**config.mk**
```make
export PLATFORM = sky130hd
export DESIGN_NAME = irq_recognizer
export DESIGN_NICKNAME = d
export VERILOG_FILES = /design/src/inc/irq_pkg.sv /design/src/inc/arb_if.sv /design/src/rtl/irq_contention.sv /design/src/rtl/irq_recognizer.sv
export VERILOG_INCLUDE_DIRS = /design/src /design/src/inc
export SDC_FILE = /design/constraint.sdc
export NUM_CORES = 1
export LEC_CHECK = 0
export ABC_AREA = 0
export BUFFER_PORTS_ARGS = -buffer_cell sky130_fd_sc_hd__clkbuf_2
export CORE_UTILIZATION = 30
export CTS_CLUSTER_SIZE = 25
export DETAILED_ROUTE_END_ITERATION = 8
export GPL_TIMING_DRIVEN = 1
export PLACE_DENSITY_LB_ADDON = 0.1
export SLEW_MARGIN = 20
export SYNTH_ARGS = -nofsm -noshare
export SYNTH_HDL_FRONTEND = slang
export SYNTH_HIERARCHICAL = 1
export SYNTH_SLANG_ARGS = --single-unit
```
**constraint.sdc**
```tcl
create_clock -name clk -period 4.37 [get_ports clk]
set_input_delay 0.874 -clock clk [delete_from_list [all_inputs] [get_ports clk]]
set_output_delay 0.874 -clock clk [all_outputs]
set_load 0.05 [all_outputs]
```
**src/inc/irq_regs.svh**
```systemverilog
// Register offsets, field positions, reset values and vector numbers of the interrupt recognizer
`ifndef IRQ_REGS_SVH
`define IRQ_REGS_SVH
`define IRQ_OFF_STATUS     8'h00
`define IRQ_OFF_VBASE      8'h04
`define IRQ_OFF_CONTEND    8'h08
`define IRQ_OFF_PENDING    8'h0C
`define IRQ_OFF_LASTEXC    8'h10
`define IRQ_BIT_TRACEHI    15
`define IRQ_BIT_TRACELO    14
`define IRQ_BIT_SUPER      13
`define IRQ_MASK_HI        10
`define IRQ_MASK_LO        8
`define IRQ_RST_MASK       3'h7
`define IRQ_RST_VBASE      32'h0000_0000
`define IRQ_RST_CONTEND    16'h000F
`define IRQ_TOP_LEVEL      3'h7
`define IRQ_SPACE_FC       3'h7
`define IRQ_ACK_ADDR_HI    20'hFFFFF
`define IRQ_VEC_SPURIOUS   8'h18
`define IRQ_VEC_AUTO_BASE  8'h18
`define IRQ_VEC_USER_FIRST 8'h38
`define IRQ_NUM_SRC        4
`define IRQ_FIELD_BITS     4
`endif

```
**src/inc/irq_pkg.sv**
```systemverilog
// Types shared by the interrupt recognizer and its contention arbiter
package irq_pkg;
	typedef enum logic [1:0] {
		ST_IDLE = 2'b00,
		ST_ARB  = 2'b01,
		ST_TERM = 2'b10
	} ack_state_t;
	typedef logic [1:0] src_idx_t;
	typedef logic [3:0] prio_field_t;
endpackage

```
**src/inc/arb_if.sv**
```systemverilog
// Handshake between the recognizer and the serial contention arbiter
`default_nettype none
interface arb_if;
	logic                  start;
	logic [3:0]            cand;
	irq_pkg::prio_field_t  fields [4];
	logic                  done;
	irq_pkg::src_idx_t     winner;
	irq_pkg::prio_field_t  winField;
	modport requester (output start, output cand, output fields, input done, input winner, input winField);
	modport arbiter (input start, input cand, input fields, output done, output winner, output winField);
endinterface
`default_nettype wire

```
**src/rtl/irq_contention.sv**
```systemverilog
// Serial bit-by-bit contention of four-bit priority fields, most significant bit first
`default_nettype none
`include "irq_regs.svh"
module irq_contention (
	input  wire logic clk,     // System clock
	input  wire logic rst,     // Master reset
	arb_if.arbiter    arb      // Contention request and result
);
	logic [3:0] alive_reg;
	logic [1:0] bitIdx_reg;
	logic       busy_reg;
	logic [3:0] column;

	// Column of the current bit over the sources still contending
	always_comb
	begin
		for (int i = 0; i < `IRQ_NUM_SRC; i++)
			column[i] = alive_reg[i] & arb.fields[i][bitIdx_reg];
	end

	// A source showing 0 where another shows 1 drops out; four steps decide
	always_ff @(posedge clk)
	begin
		if (rst)
		begin
			alive_reg  <= 4'h0;
			bitIdx_reg <= 2'h3;
			busy_reg   <= 1'b0;
			arb.done   <= 1'b0;
		end
		else
		begin
			arb.done <= 1'b0;
			if (arb.start && !busy_reg)
			begin
				alive_reg  <= arb.cand;
				bitIdx_reg <= 2'h3;
				busy_reg   <= 1'b1;
			end
			else if (busy_reg)
			begin
				if (|column)
					alive_reg <= column;
				bitIdx_reg <= bitIdx_reg - 2'h1;
				if (bitIdx_reg == 2'h0)
				begin
					busy_reg <= 1'b0;
					arb.done <= 1'b1;
				end
			end
		end
	end

	// Winner is the lowest surviving index; unique fields leave exactly one
	always_comb
	begin
		arb.winner = 2'h0;
		for (int i = `IRQ_NUM_SRC - 1; i >= 0; i--)
			if (alive_reg[i])
				arb.winner = i[1:0];
		arb.winField = arb.fields[arb.winner];
	end
endmodule // irq_contention
`default_nettype wire

```
**src/rtl/irq_recognizer.sv**
```systemverilog
// Interrupt recognition, priority mask, acknowledge cycle and vector generation
//
// Summary of operation
// - Seven request levels, seven highest, one lowest
// - Seven autovectors plus 200 assignable vectors; the code accepts any vector number the winner gives
// - Three-bit mask; ignore levels at or below
// - Level seven recognised even at mask seven
// - Level seven needs a fresh falling transition
// - Mask write under held seven re-requests
// - Request lines sampled on successive clock edges
// - Valid only after two consecutive asserted samples
// - Valid requests wait for instruction boundary
// - Pending level not latched; higher one wins
// - Simultaneous unmasked requests: higher level recognised
// - Pin requests count as integration unit's
// - Recognition starts a processor-space acknowledge read
// - Acknowledged level copied into the mask
// - Contention serially compares four-bit priority fields
// - Zero field winner gives spurious exception
// - Reset clears trace, sets supervisor, mask seven
// - Reset clears vector table base to zero
// - Ack cycle: code ones, address ones, level
// - Reset fields: unit fifteen, modules zero
`default_nettype none
`include "irq_regs.svh"
module irq_recognizer (
	input  wire logic        clk,          // 40 MHz system clock
	input  wire logic        rst,          // Master reset, synchronous
	input  wire logic        wbCyc,        // Wishbone cycle
	input  wire logic        wbStb,        // Wishbone strobe
	input  wire logic        wbWe,         // Wishbone write enable
	input  wire logic [7:0]  wbAdr,        // Wishbone byte address
	input  wire logic [3:0]  wbSel,        // Wishbone byte lanes
	input  wire logic [31:0] wbDatI,       // Wishbone write data
	output logic      [31:0] wbDatO,       // Wishbone read data
	output logic             wbAck,        // Wishbone acknowledge
	input  wire logic [7:1]  reqPin_n,     // Request pins, active low
	input  wire logic [8:0]  modLevel,     // Three internal modules, 3-bit level each
	input  wire logic        instrBoundary,// Core at an instruction boundary
	input  wire logic        termVector,   // Winner supplied vector with size acknowledge
	input  wire logic [7:0]  vectorIn,     // Vector number from winner
	input  wire logic        termAuto,     // Autovector request
	input  wire logic        termFault,    // Bus fault during acknowledge
	output logic             ackRead,      // Acknowledge read issued, pulse
	output logic             ackActive,    // Acknowledge cycle in progress
	output logic      [2:0]  ackFc,        // Function code lines
	output logic      [23:0] ackAddr,      // Acknowledge address
	output logic      [2:0]  ackLevel,     // Level being acknowledged
	output logic      [1:0]  winnerId,     // Contention winner, 0 is integration unit
	output logic             excValid,     // Vector ready, pulse
	output logic      [7:0]  excVector,    // Vector number
	output logic      [31:0] excAddr       // Vector address
);
	logic [7:1]  pinS1_reg, pinS2_reg, pinS3_reg, pinStable_reg;
	logic [7:1]  reqRaw, sampA_reg, reqValid_reg;
	logic        prevValid7_reg;
	logic        nmiPend_reg;
	logic [2:0]  mask_reg;
	logic        super_reg, traceHi_reg, traceLo_reg;
	logic [31:0] vbase_reg;
	logic [15:0] contend_reg;
	irq_pkg::ack_state_t state_reg;
	logic [7:1]  eligible;
	logic [2:0]  recLevel;
	logic        busReq, busWrite, maskWrite;
	logic [3:0]  cand;
	arb_if       arb ();

	// Byte-lane merge of a write into a 32-bit register
	function automatic logic [31:0] laneMerge(input logic [31:0] old, input logic [31:0] nw, input logic [3:0] sel);
		for (int b = 0; b < 4; b++)
			laneMerge[b*8 +: 8] = sel[b] ? nw[b*8 +: 8] : old[b*8 +: 8];
	endfunction

	// Highest set level of a request vector, zero when none
	function automatic logic [2:0] topLevel(input logic [7:1] v);
		topLevel = 3'h0;
		for (int l = 1; l <= 7; l++)
			if (v[l])
				topLevel = l[2:0];
	endfunction

	// Pins cross into the clock domain; a change counts once stages two and three agree
	always_ff @(posedge clk)
	begin
		if (rst)
		begin
			pinS1_reg     <= 7'h7F;
			pinS2_reg     <= 7'h7F;
			pinS3_reg     <= 7'h7F;
			pinStable_reg <= 7'h7F;
		end
		else
		begin
			pinS1_reg <= reqPin_n;
			pinS2_reg <= pinS1_reg;
			pinS3_reg <= pinS2_reg;
			for (int l = 1; l <= 7; l++)
				if (pinS2_reg[l] == pinS3_reg[l])
					pinStable_reg[l] <= pinS3_reg[l];
		end
	end

	// Pin requests join module requests as if the integration unit raised them
	always_comb
	begin
		reqRaw = ~pinStable_reg;
		for (int m = 0; m < 3; m++)
			for (int l = 1; l <= 7; l++)
				if (modLevel[m*3 +: 3] == l[2:0])
					reqRaw[l] = 1'b1;
	end

	// Every edge is one sample; two asserted in a row make a level valid
	always_ff @(posedge clk)
	begin
		if (rst)
		begin
			sampA_reg    <= 7'h00;
			reqValid_reg <= 7'h00;
		end
		else
		begin
			sampA_reg    <= reqRaw;
			reqValid_reg <= reqRaw & sampA_reg;
		end
	end

	// Level seven only by transition, so a line held low is served once
	always_ff @(posedge clk)
	begin
		if (rst)
			prevValid7_reg <= 1'b0;
		else
			prevValid7_reg <= reqValid_reg[7];
	end

	// Bus request and write detection
	assign busReq    = wbCyc && wbStb && !wbAck;
	assign busWrite  = busReq && wbWe;
	assign maskWrite = busWrite && (wbAdr == `IRQ_OFF_STATUS) && wbSel[1];

	// Non-maskable request flag; a new event wins over the acknowledge clear
	always_ff @(posedge clk)
	begin
		if (rst)
			nmiPend_reg <= 1'b0;
		else if ((reqValid_reg[7] && !prevValid7_reg) || (maskWrite && reqValid_reg[7]))
			nmiPend_reg <= 1'b1;
		else if (arb.done && ackLevel == `IRQ_TOP_LEVEL)
			nmiPend_reg <= 1'b0;
	end

	// Levels above the mask, level seven regardless of mask; not latched, recomputed each cycle
	always_comb
	begin
		eligible = 7'h00;
		for (int l = 1; l < 7; l++)
			eligible[l] = reqValid_reg[l] && (l[2:0] > mask_reg);
		eligible[7] = nmiPend_reg;
		recLevel = topLevel(eligible);
	end

	// Sources requesting at the level being acknowledged join contention
	always_comb
	begin
		cand[0] = ~pinStable_reg[ackLevel == 3'h0 ? 1 : ackLevel];
		for (int m = 0; m < 3; m++)
			cand[m+1] = (modLevel[m*3 +: 3] == ackLevel);
		for (int s = 0; s < `IRQ_NUM_SRC; s++)
			arb.fields[s] = contend_reg[s*4 +: 4];
	end
	assign arb.cand  = cand;
	assign arb.start = (state_reg == irq_pkg::ST_ARB);

	irq_contention u_contention (
		.clk (clk),
		.rst (rst),
		.arb (arb)
	);

	// Acknowledge sequencer: wait for a boundary, contend, issue the read, terminate
	always_ff @(posedge clk)
	begin
		if (rst)
		begin
			state_reg <= irq_pkg::ST_IDLE;
			ackLevel  <= 3'h0;
			ackRead   <= 1'b0;
			ackActive <= 1'b0;
			ackFc     <= 3'h0;
			ackAddr   <= 24'h000000;
			winnerId  <= 2'h0;
			excValid  <= 1'b0;
			excVector <= 8'h00;
			excAddr   <= 32'h0000_0000;
		end
		else
		begin
			ackRead  <= 1'b0;
			excValid <= 1'b0;
			unique case (state_reg)
				irq_pkg::ST_IDLE:
				begin
					if (instrBoundary && recLevel != 3'h0)
					begin
						ackLevel  <= recLevel;
						state_reg <= irq_pkg::ST_ARB;
					end
				end
				irq_pkg::ST_ARB:
				begin
					if (arb.done)
					begin
						ackRead   <= 1'b1;
						ackActive <= 1'b1;
						winnerId  <= arb.winner;
						ackFc     <= `IRQ_SPACE_FC;
						ackAddr   <= {`IRQ_ACK_ADDR_HI, ackLevel, 1'b1};
						state_reg <= irq_pkg::ST_TERM;
					end
				end
				irq_pkg::ST_TERM:
				begin
					if (ackRead && arb.winField == 4'h0)
					begin
						excVector <= `IRQ_VEC_SPURIOUS;
						excAddr   <= vbase_reg + {22'h0, `IRQ_VEC_SPURIOUS, 2'h0};
						excValid  <= 1'b1;
						ackActive <= 1'b0;
						state_reg <= irq_pkg::ST_IDLE;
					end
					else if (termVector || termAuto || termFault)
					begin
						// Fault outranks the others; the vector pool is any number the winner gives
						if (termFault)
						begin
							excVector <= `IRQ_VEC_SPURIOUS;
							excAddr   <= vbase_reg + {22'h0, `IRQ_VEC_SPURIOUS, 2'h0};
						end
						else if (termAuto)
						begin
							excVector <= `IRQ_VEC_AUTO_BASE + {5'h0, ackLevel};
							excAddr   <= vbase_reg + {22'h0, `IRQ_VEC_AUTO_BASE + {5'h0, ackLevel}, 2'h0};
						end
						else
						begin
							excVector <= vectorIn;
							excAddr   <= vbase_reg + {22'h0, vectorIn, 2'h0};
						end
						excValid  <= 1'b1;
						ackActive <= 1'b0;
						state_reg <= irq_pkg::ST_IDLE;
					end
				end
				default:
					state_reg <= irq_pkg::ST_IDLE;
			endcase
		end
	end

	// Status bits; the acknowledged level enters the mask as the read issues
	always_ff @(posedge clk)
	begin
		if (rst)
		begin
			mask_reg    <= `IRQ_RST_MASK;
			super_reg   <= 1'b1;
			traceHi_reg <= 1'b0;
			traceLo_reg <= 1'b0;
		end
		else if (state_reg == irq_pkg::ST_ARB && arb.done)
		begin
			mask_reg    <= ackLevel;
			super_reg   <= 1'b1;
			traceHi_reg <= 1'b0;
			traceLo_reg <= 1'b0;
		end
		else if (maskWrite)
		begin
			mask_reg    <= wbDatI[`IRQ_MASK_HI:`IRQ_MASK_LO];
			super_reg   <= wbDatI[`IRQ_BIT_SUPER];
			traceHi_reg <= wbDatI[`IRQ_BIT_TRACEHI];
			traceLo_reg <= wbDatI[`IRQ_BIT_TRACELO];
		end
	end

	// Vector base and contention fields written by software
	always_ff @(posedge clk)
	begin
		if (rst)
		begin
			vbase_reg   <= `IRQ_RST_VBASE;
			contend_reg <= `IRQ_RST_CONTEND;
		end
		else if (busWrite)
		begin
			if (wbAdr == `IRQ_OFF_VBASE)
				vbase_reg <= laneMerge(vbase_reg, wbDatI, wbSel);
			if (wbAdr == `IRQ_OFF_CONTEND)
				contend_reg <= 16'(laneMerge({16'h0, contend_reg}, wbDatI, wbSel));
		end
	end

	// Single-wait slave: ack one cycle after the strobe; unmapped reads return zero
	always_ff @(posedge clk)
	begin
		if (rst)
		begin
			wbAck  <= 1'b0;
			wbDatO <= 32'h0000_0000;
		end
		else
		begin
			wbAck  <= busReq;
			wbDatO <= 32'h0000_0000;
			if (busReq && !wbWe)
			begin
				unique case (wbAdr)
					`IRQ_OFF_STATUS:  wbDatO <= {16'h0, traceHi_reg, traceLo_reg, super_reg, 2'h0, mask_reg, 8'h00};
					`IRQ_OFF_VBASE:   wbDatO <= vbase_reg;
					`IRQ_OFF_CONTEND: wbDatO <= {16'h0, contend_reg};
					`IRQ_OFF_PENDING: wbDatO <= {21'h0, state_reg, nmiPend_reg, reqValid_reg, 1'b0};
					`IRQ_OFF_LASTEXC: wbDatO <= {16'h0, 6'h0, winnerId, excVector};
					default:          wbDatO <= 32'h0000_0000;
				endcase
			end
		end
	end
endmodule // irq_recognizer
`default_nettype wire

```
==> results.sh, run 1 <==
export IMPL_gp_congestion=0.809
export IMPL_yosys_area_top_type="dfxtp_1"
export IMPL_coreArea_um2=28900
export IMPL_die_w_um=174
export IMPL_synth_compound_area_share_pct=15.2
export IMPL_cp_slowest_stage_delay_ns=0.53
export IMPL_drt_first_pass_iters=5
export IMPL_criticalPathCategory="flip-flop to flip-flop"
export IMPL_synth_cells=988
export IMPL_tightest_slew_ns=0.730
export IMPL_switching_power_uw=946
export IMPL_combPwrFrac_pct=5.4
export IMPL_vias_per_cell=4.89
export IMPL_die_area_um2=30400
export IMPL_power_total_mw=3.58
export IMPL_p_per_area_nw_per_um2=338
export IMPL_fill_cells=3031
export IMPL_grt_max_degree=103
export IMPL_switching_share_pct=26.4
export IMPL_synth_nets=1079
export IMPL_p_leak_nw=4.34
export IMPL_final_max_slew_viol_count=0
export IMPL_drive_gt1_share_pct=25.1
export IMPL_postSynth_asyncResetShare_pct=0
export IMPL_die_h_um=174
export IMPL_path_common_cell="mux2i_1"
export IMPL_finalCritPeriodShare_pct=80.5
export IMPL_clock_root_buffer="clkbuf_16"
export IMPL_yosys_top_cells_count="dfxtp_1 (193), nor2_1 (124), mux2i_1 (74)"
export IMPL_start_util_pct=30.8
export IMPL_synth_top_cell_area_share_pct=43.4
export IMPL_setup_slack_ns=0.852
export IMPL_rsz0062_at_grt="false"
export IMPL_cp_slowest_cell="a32oi_1"
export IMPL_postCtsSetupBuffers=0
export IMPL_synth_area_per_cell_um2=9.02
export IMPL_cts_buffers=17
export IMPL_finalSetupViolations=0
export IMPL_hold_path_class="flip-flop to flip-flop"
export IMPL_dpl_worst_slack_ns=0.703
export IMPL_numPortBuffers=184
export IMPL_synth_ff_type="dfxtp_1"
export IMPL_vias=7388
export IMPL_rows=62
export IMPL_post_cts_resize_count=0
export IMPL_drc=0
export IMPL_crit_path_end_kind="flip-flop"
export IMPL_ir_worst_vdd_v=0.000241
export IMPL_hold_viol_final=0
export IMPL_tns_ns=0
export IMPL_crit_chain="a21oi_1, nor2_4, mux2i_1, mux2i_1, nor4_1, a21o_1, buf_4, nor2_1, a32oi_1, o21ai_0, a311oi_1"
export IMPL_hold_buffers=0
export IMPL_nets=1205
export IMPL_synth_top_family_by_area="simple AND/OR/NAND/NOR gates"
export IMPL_min_period_ns=3.52
export IMPL_syn_to_final_growth_pct=18.8
export IMPL_required_ns=4.73
export IMPL_cts_buffer_depth=2
export IMPL_clock_skew_final_ns=0.0232
export IMPL_synth_warnings=6
export IMPL_worst_path_buf_inv=1
export IMPL_ys_seq_area_share_pct=43.4
export IMPL_ys_types=76
export IMPL_detail_route_wl_per_cell_um=17.9
export IMPL_hpwl_mm=20.1
export IMPL_synth_adder_area_share_pct=2.05
export IMPL_clkLatencyLatePin_ns=0.44
export IMPL_fmax_mhz=284
export IMPL_worstSetupStartpointType="flip-flop"
export IMPL_status="completed"
export IMPL_yosys_area_share_simple_pct=20.7
export IMPL_max_slew_margin_pct=51.2
export IMPL_grt_pass1_wl_mm=41.1
export IMPL_ys_ff_latch=193
export IMPL_pin_count=185
export IMPL_drtAntennaViolNets=0
export IMPL_synth_mux_area_share_pct=9.54
export IMPL_cts_sink_count=193
export IMPL_antenna_found_initial=1
export IMPL_cp_max_fo=14
export IMPL_critPathTopFamily="compound AO/OA/AOI/OAI gates"
export IMPL_synth_edf_count=0
export IMPL_overflow=0
export IMPL_htreeDepth=4
export IMPL_maxCapViolations=0
export IMPL_synth_most_common_cell="dfxtp_1"
export IMPL_totalWireLength_mm=27.0
export IMPL_track_usage_pct=17.7
export IMPL_clk_pin_slew_ns=0.09
export IMPL_drt_iter0_markers=499
export IMPL_synth_xor_area_share_pct=3.15
export IMPL_grt_pass1_vias=6929
export IMPL_synth_area_um2=8910
export IMPL_pwr_share_seq_pct=50.0
export IMPL_critical_path_arrival_ns=3.87
export IMPL_synth_area_top_cells="dfxtp_1 (43%), mux2i_1 (8.3%), nor2_1 (5.2%)"
export IMPL_tritoncts="built"
export IMPL_p_int_mw=2.63
export IMPL_clockPowerShare_pct=44.6
-- area by class of cell --
cell class / instances / area (µm²) / share of cell area, %
timing repair buffer: 196 / 1040 / 9.81
tap: 384 / 480 / 4.54
multi-input combinational: 689 / 4520 / 42.7
sequential: 193 / 3860 / 36.5
antenna: 1 / 2.50 / 0.0236
clock buffer: 17 / 425 / 4.02
inverter: 17 / 63.8 / 0.603
clock inverter: 15 / 189 / 1.79
-- per-layer routing --
| metal | global-route usage, % | up-vias | share of wire [%] |
|---|---|---|---|
| met5 | 0 | - | 0 |
| met3 | 2.58 | 18 | 2.7 |
| li1 | - | 3751 | - |
| met1 | 23.4 | 3470 | 47 |
| met4 | 4.39 | 0 | 1.2 |
| met2 | 29.9 | 149 | 49 |
-- metrics by stage --
step	cells	util, %	area [µm²]	hold slack (ns)
floorplan	988	-	8910	0.389
global placement	1479	34.4	9970	0.391
detailed placement	1479	34.4	9970	0.393
CTS	1511	36.6	10600	0.414
global route	1512	36.6	10600	0.423
finish	1512	36.6	10600	0.411
-- worst paths after layout --
check,from,end,slack [ns],cells past startpoint
worst min register to register,pinS1_reg[1]$_SDFF_PP1_,pinS2_reg[1]$_SDFF_PP1_,0.41,1
worst max-delay path,u_contention/alive_reg[3]$_SDFFE_PP0P_,excAddr[19]$_SDFFE_PP0P_,0.85,11
worst max register to register,u_contention/alive_reg[3]$_SDFFE_PP0P_,excAddr[19]$_SDFFE_PP0P_,0.85,11
worst min-delay path,pinS1_reg[1]$_SDFF_PP1_,pinS2_reg[1]$_SDFF_PP1_,0.41,1
-- cell families after synthesis --
kind of cell,count (synthesis)
AO/OA/AOI/OAI,197
XOR/XNOR,32
adder cells (fa/ha/maj),14
buffers and inverters,106
flip-flops,193
multiplexers,82
AND/OR/NAND/NOR,364
-- worst register-to-register path, delay by kind of cell (launching register included) --
kind / cells / cell delay, ns
buffers and inverters: 1 / 0.26
AO/OA/AOI/OAI: 5 / 1.50
AND/OR/NAND/NOR: 3 / 0.86
flip-flops: 1 / 0.50
multiplexers: 2 / 0.32
-- power groups by stage --
stage	clock, mW	sequential [mW]	combinational (mW)
2_1_floorplan	0	1.83	0.114
3_3_place_gp	0	1.83	0.194
3_5_place_dp	0	1.83	0.195
4_1_cts	1.65	1.79	0.196
5_1_grt	1.73	1.79	0.212
6_report	1.60	1.79	0.193
-- placed cells by master, fill, tap and decap left out, drive strengths merged, types with 15 or more instances in the layout --
master,n
nor2,125
a21oi,59
nand2,62
dfxtp,193
and3,29
nand3,24
clkbuf,200
inv,23
o21ai,27
a211oi,17
nor3,22
xor2,21
mux2i,74
or2,29
nand4,15
(Power assumes the default switching activity.)
==> run 2: changes to the inputs <==
ABC_AREA = 1   (was 0)
clock period = 3.65 ns   (was 4.37 ns; I/O delays follow)
==> results.sh, run 2 <==
export IMPL_status="completed"
export IMPL_worstSetupStartpointType="flip-flop"
export IMPL_ir_worst_vdd_v=0.000266
export IMPL_p_per_area_nw_per_um2=454
export IMPL_criticalPathCategory="flip-flop to flip-flop"
export IMPL_drive_gt1_share_pct=20.7
export IMPL_switching_power_mw=1.51
export IMPL_drt_iter0_markers=622
export IMPL_htreeDepth=4
export IMPL_p_leak_nw=4.84
export IMPL_yosys_area_top_type="dfxtp_1"
export IMPL_rows=63
export IMPL_ys_types=50
export IMPL_synth_top_cell_area_share_pct=41.7
export IMPL_clockPowerShare_pct=39.0
export IMPL_crit_path_end_kind="flip-flop"
export IMPL_post_cts_resize_count=0
export IMPL_tightest_slew_ns=0.755
export IMPL_required_ns=3.93
export IMPL_clock_skew_final_ns=0.0147
export IMPL_r2r_start="u_contention/alive_reg[3]$_SDFFE_PP0P_"
export IMPL_hold_path_class="flip-flop to flip-flop"
export IMPL_synth_area_per_cell_um2=7.18
export IMPL_overflow=0
export IMPL_synth_top_family_by_area="simple AND/OR/NAND/NOR gates"
export IMPL_rsz0062_at_grt="false"
export IMPL_synth_warnings=6
export IMPL_grt_pass1_wl_mm=47.4
export IMPL_gp_congestion=0.901
export IMPL_critical_path_arrival_ns=3.05
export IMPL_p_int_mw=3.47
export IMPL_clock_root_buffer="clkbuf_16"
export IMPL_coreArea_um2=30000
export IMPL_detail_route_wl_per_cell_um=16.9
export IMPL_synth_area_top_cells="dfxtp_1 (42%), nand2_1 (8.9%), nor2_1 (6.0%)"
export IMPL_drtAntennaViolNets=0
export IMPL_postSynth_asyncResetShare_pct=0
export IMPL_reg2reg_to="excAddr[21]$_SDFFE_PP0P_"
export IMPL_grt_pass1_vias=8129
export IMPL_synth_xor_area_share_pct=1.61
export IMPL_most_common_layout_cells="nand2_1 (219), dfxtp_1 (193), clkbuf_2 (184)"
export IMPL_synth_adder_area_share_pct=1.97
export IMPL_hpwl_mm=24.1
export IMPL_grt_max_degree=64
export IMPL_vias=8859
export IMPL_track_usage_pct=19.8
export IMPL_max_slew_margin_pct=49.5
export IMPL_die_area_um2=31600
export IMPL_cts_buffers=17
export IMPL_drc=0
export IMPL_syn_to_final_growth_pct=18.6
export IMPL_hold_viol_final=0
export IMPL_diodes=0
export IMPL_synth_cells=1290
export IMPL_synth_ff_type="dfxtp_1"
export IMPL_synth_nets=1381
export IMPL_maxCapViolations=0
export IMPL_antenna_found_initial=0
export IMPL_fmax_mhz=361
export IMPL_combPwrFrac_pct=15.6
export IMPL_drt_first_pass_iters=5
export IMPL_start_util_pct=30.8
export IMPL_pwr_share_seq_pct=45.4
export IMPL_yosys_area_share_simple_pct=28.7
export IMPL_vias_per_cell=4.82
export IMPL_clkLatencyLatePin_ns=0.43
export IMPL_final_max_slew_viol_count=0
export IMPL_synth_edf_count=0
export IMPL_yosys_top_cells_count="nand2_1 (219), dfxtp_1 (193), nor2_1 (147)"
export IMPL_synth_compound_area_share_pct=15.8
export IMPL_nets=1527
export IMPL_die_w_um=178
export IMPL_cts_buffer_depth=2
export IMPL_min_period_ns=2.77
export IMPL_ys_seq_area_share_pct=41.7
export IMPL_multi_input_area_um2=4450
export IMPL_ys_ff_latch=193
export IMPL_switching_share_pct=30.4
export IMPL_cts_sink_count=193
export IMPL_totalWireLength_mm=31.0
export IMPL_layout_commonest_cell="nand2_1"
export IMPL_power_total_mw=4.98
export IMPL_tritoncts="built"
export IMPL_synth_most_common_cell="nand2_1"
export IMPL_finalCritPeriodShare_pct=75.9
export IMPL_finalSetupViolations=0
export IMPL_cp_max_fo=28
export IMPL_r2r_cells=18
export IMPL_die_h_um=178
export IMPL_pin_count=185
export IMPL_seqCellArea_um2=3860
export IMPL_tns_ns=0
export IMPL_synth_area_um2=9260
export IMPL_regToRegSetupSlack_ns=0.88
export IMPL_synth_mux_area_share_pct=0
export IMPL_fill_cells=3238
export IMPL_postCtsSetupBuffers=0
export IMPL_numPortBuffers=184
export IMPL_hold_buffers=0
export IMPL_clk_pin_slew_ns=0.08
export IMPL_startpoint="u_contention/alive_reg[3]$_SDFFE_PP0P_"
export IMPL_crit_path_end="excAddr[21]$_SDFFE_PP0P_"
==> run 2: cell families (layout without fill, tap and decap cells) <==
group	count (synthesis)	after routing
AOI/OAI and AO/OA	259	259
xor gates and xnor gates	17	17
adders and majority gates	14	14
buffers and inverters	215	373
DFF	193	193
and+or+nand+nor	592	592
==> run 2: layout make-up <==
class / count / share of cell area [%]
Inverter: 145 / 5.03
Tap cell: 390 / 4.45
Clock buffer: 19 / 4.04
Clock inverter: 12 / 1.37
Timing Repair Buffer: 197 / 9.39
Sequential cell: 193 / 35.2
Multi-Input combinational cell: 882 / 40.5
==> run 2: worst min path at each step <==
| stage | cells after the start | from | endpoint |
|---|---|---|---|
| floorplan | 1 | pinS1_reg[1]$_SDFF_PP1_ | pinS2_reg[1]$_SDFF_PP1_ |
| global placement | 1 | pinS1_reg[1]$_SDFF_PP1_ | pinS2_reg[1]$_SDFF_PP1_ |
| detailed placement | 1 | pinS1_reg[4]$_SDFF_PP1_ | pinS2_reg[4]$_SDFF_PP1_ |
| CTS | 1 | pinS1_reg[4]$_SDFF_PP1_ | pinS2_reg[4]$_SDFF_PP1_ |
| global route | 1 | pinS1_reg[1]$_SDFF_PP1_ | pinS2_reg[1]$_SDFF_PP1_ |
| finish | 1 | pinS1_reg[5]$_SDFF_PP1_ | pinS2_reg[5]$_SDFF_PP1_ |
==> run 2: per-layer routing <==
metal | vias up | global-route usage [%] | share of wire (%)
met1 | 4064 | 28.8 | 50
met2 | 231 | 30.2 | 44
met5 | - | 0 | 0
met3 | 27 | 2.98 | 4.9
met4 | 0 | 5.31 | 1.5
li1 | 4537 | - | -
==> run 2: worst max-delay path, cell delays in order (launching register included) <==
cell and delay (ns):
dfxtp_1 0.37, inv_1 0.07, o21ai_0 0.15, nand2_1 0.34
o21ai_0 0.27, a21oi_1 0.06, nor2_1 0.12, nor2_1 0.06
nand3_1 0.11, nand2_2 0.07, inv_2 0.23, nand3_2 0.11
inv_2 0.09, nor2_4 0.04, buf_4 0.22, o21ai_1 0.11
inv_1 0.05, o21ai_1 0.07, a21oi_1 0.07
==> run 2: through the flow <==
| stage | instance area [µm²] | utilization, % | std cells | setup slack (ns) | hold WS [ns] |
|---|---|---|---|---|---|
| floorplan | 9260 | - | 1290 | 1.00 | 0.389 |
| global placement | 10400 | 34.6 | 1807 | 0.772 | 0.391 |
| detailed placement | 10400 | 34.6 | 1807 | 0.678 | 0.394 |
| CTS | 11000 | 36.5 | 1838 | 0.891 | 0.411 |
| global route | 11000 | 36.5 | 1838 | 0.462 | 0.415 |
| finish | 11000 | 36.5 | 1838 | 0.881 | 0.408 |
==> run 2: power groups by stage <==
stage,combinational [mW],clock (mW),sequential (mW)
after global routing,0.858,2.07,2.27
after detailed placement,0.771,0,2.31
after floorplan,0.456,0,2.38
after global placement,0.764,0,2.31
after CTS,0.773,1.99,2.26
final,0.777,1.94,2.26
==> run 3: changes to the inputs <==
clock period = 2.3 ns   (was 3.65 ns; I/O delays follow)
==> results.sh, run 3 (synthesized netlist as in run 2, its figures left out) <==
export IMPL_finalSetupViolations=37
export IMPL_start_util_pct=30.8
export IMPL_clk_pin_slew_ns=0.07
export IMPL_clock_root_buffer="clkbuf_16"
export IMPL_coreArea_um2=30000
export IMPL_overflow=0
export IMPL_clkLatencyLatePin_ns=0.45
export IMPL_cp_max_fo=8
export IMPL_multi_input_area_um2=4740
export IMPL_vias=9370
export IMPL_grt_max_degree=43
export IMPL_grt_pass1_vias=8326
export IMPL_gp_congestion=0.896
export IMPL_hpwl_mm=24.6
export IMPL_antenna_found_initial=0
export IMPL_met3_usage_pct=3.60
export IMPL_p_leak_nw=5.45
export IMPL_critical_path_arrival_ns=2.75
export IMPL_violations="negative setup slack"
export IMPL_rows=63
export IMPL_tritoncts="built"
export IMPL_hold_viol_final=0
export IMPL_fill_cells=3134
export IMPL_clockPowerShare_pct=39.0
export IMPL_drt_iter0_markers=768
export IMPL_combPwrFrac_pct=20.5
export IMPL_dpl_worst_slack_ns=-0.335
export IMPL_busiest_layer="met2"
export IMPL_seqCellArea_um2=3870
export IMPL_pwr_share_seq_pct=40.6
export IMPL_most_common_layout_cells="nand2_1 (209), dfxtp_1 (188), clkbuf_2 (184)"
export IMPL_hold_buffers=0
export IMPL_p_int_mw=6.27
export IMPL_crit_path_end_kind="flip-flop"
export IMPL_max_slew_margin_pct=52.4
export IMPL_die_h_um=178
export IMPL_final_max_slew_viol_count=0
export IMPL_min_period_ns=2.41
export IMPL_diodes=0
export IMPL_maxCapViolations=0
export IMPL_fmax_mhz=415
export IMPL_pin_count=185
export IMPL_required_ns=2.65
export IMPL_layout_commonest_cell="nand2_1"
export IMPL_clock_skew_final_ns=0.0117
export IMPL_grt_use_met1_pct=29.5
export IMPL_rsz0062_at_grt="true"
export IMPL_cts_sink_count=193
export IMPL_track_usage_pct=20.6
export IMPL_drtAntennaViolNets=0
export IMPL_finalCritPeriodShare_pct=105
export IMPL_grt_pass1_wl_mm=48.4
export IMPL_drive_gt1_share_pct=29.9
export IMPL_vias_per_cell=4.86
export IMPL_criticalPathCategory="flip-flop to flip-flop"
export IMPL_drt_first_pass_iters=5
export IMPL_p_per_area_nw_per_um2=724
export IMPL_ir_worst_vdd_v=0.000463
export IMPL_hold_path_class="input port to flip-flop"
export IMPL_switching_power_mw=2.60
export IMPL_worstSetupStartpointType="flip-flop"
export IMPL_die_area_um2=31600
export IMPL_htreeDepth=4
export IMPL_numPortBuffers=184
export IMPL_syn_to_final_growth_pct=32.4
export IMPL_setup_slack_ns=-0.109
export IMPL_cts_buffer_depth=2
export IMPL_drc=0
export IMPL_tns_ns=-1.98
export IMPL_detail_route_wl_per_cell_um=16.9
export IMPL_status="complete, but fails checks"
export IMPL_totalWireLength_mm=32.6
export IMPL_tightest_slew_ns=0.714
export IMPL_use_met2_pct=31.7
export IMPL_nets=1617
export IMPL_switching_share_pct=29.3
export IMPL_die_w_um=178
export IMPL_cts_buffers=17
run 3: worst max-delay path, cell delays in order (launching register included):
cell	delay (ns)
dfxtp_2	0.35
inv_2	0.04
o21ai_2	0.14
nand2_2	0.15
buf_12	0.18
a21oi_1	0.16
nor2_1	0.07
nor2_1	0.11
nand3_2	0.13
nand2_2	0.11
inv_4	0.05
buf_4	0.13
buf_8	0.13
nand4_1	0.13
nand3_2	0.11
nand2_2	0.11
nand2_4	0.04
o21ai_2	0.12
inv_1	0.04
run 3: cell type report:
type / count / share of cell area (%)
well taps: 390 / 3.98
multi-input cells: 882 / 38.7
inverters: 145 / 4.58
flip-flops and latches: 193 / 31.6
clock buffers: 18 / 3.50
clock inverters: 14 / 2.03
repair buffers: 287 / 15.6
run 3: stage by stage:
stage / total power, mW / cell area (µm²) / utilization (%) / hold slack (ns) / instances
detailed placement: 4.99 / 11000 / 36.5 / 0.394 / 1878
CTS: 8.57 / 11900 / 39.7 / 0.164 / 1923
global placement: 4.99 / 11000 / 36.5 / 0.391 / 1878
floorplan: 4.51 / 9270 / - / 0.389 / 1290
global route: 9.25 / 12300 / 40.8 / 0.165 / 1929
finish: 8.88 / 12300 / 40.8 / 0.190 / 1929
run 3: path summary, 6_finish.rpt:
kind         cells past startpoint  slack [ns]                        to                                    from
max                             18       -0.11  excAddr[29]$_SDFFE_PP0P_  u_contention/alive_reg[3]$_SDFFE_PP0P_
min                              2        0.19   pinS1_reg[5]$_SDFF_PP1_                             reqPin_n[5]
max reg2reg                     18       -0.11  excAddr[29]$_SDFFE_PP0P_  u_contention/alive_reg[3]$_SDFFE_PP0P_
min reg2reg                      1        0.41   pinS2_reg[6]$_SDFF_PP1_                 pinS1_reg[6]$_SDFF_PP1_
run 3: what timing repair did:
item,4_1_cts,5_1_grt
endpoints found under the hold margin,0,0
gates resized for setup,26,97
pin swaps,7,36
setup endpoints to repair,44,44
buffers inserted,8,7
gates cloned,5,3
run 3: per-layer routing:
layer  up-vias  part of all wire [%]
met5         -                     0
met4         0                   1.2
met3        25                   5.7
met2       309                    44
met1      4316                    49
li1       4720                     -
run 3: power groups by stage:
stage	logic (mW)	registers (mW)	clock network, mW
2_1_floorplan	0.724	3.78	0
3_3_place_gp	1.33	3.66	0
3_5_place_dp	1.33	3.66	0
4_1_cts	1.44	3.59	3.55
5_1_grt	1.96	3.62	3.67
6_report	1.82	3.60	3.46
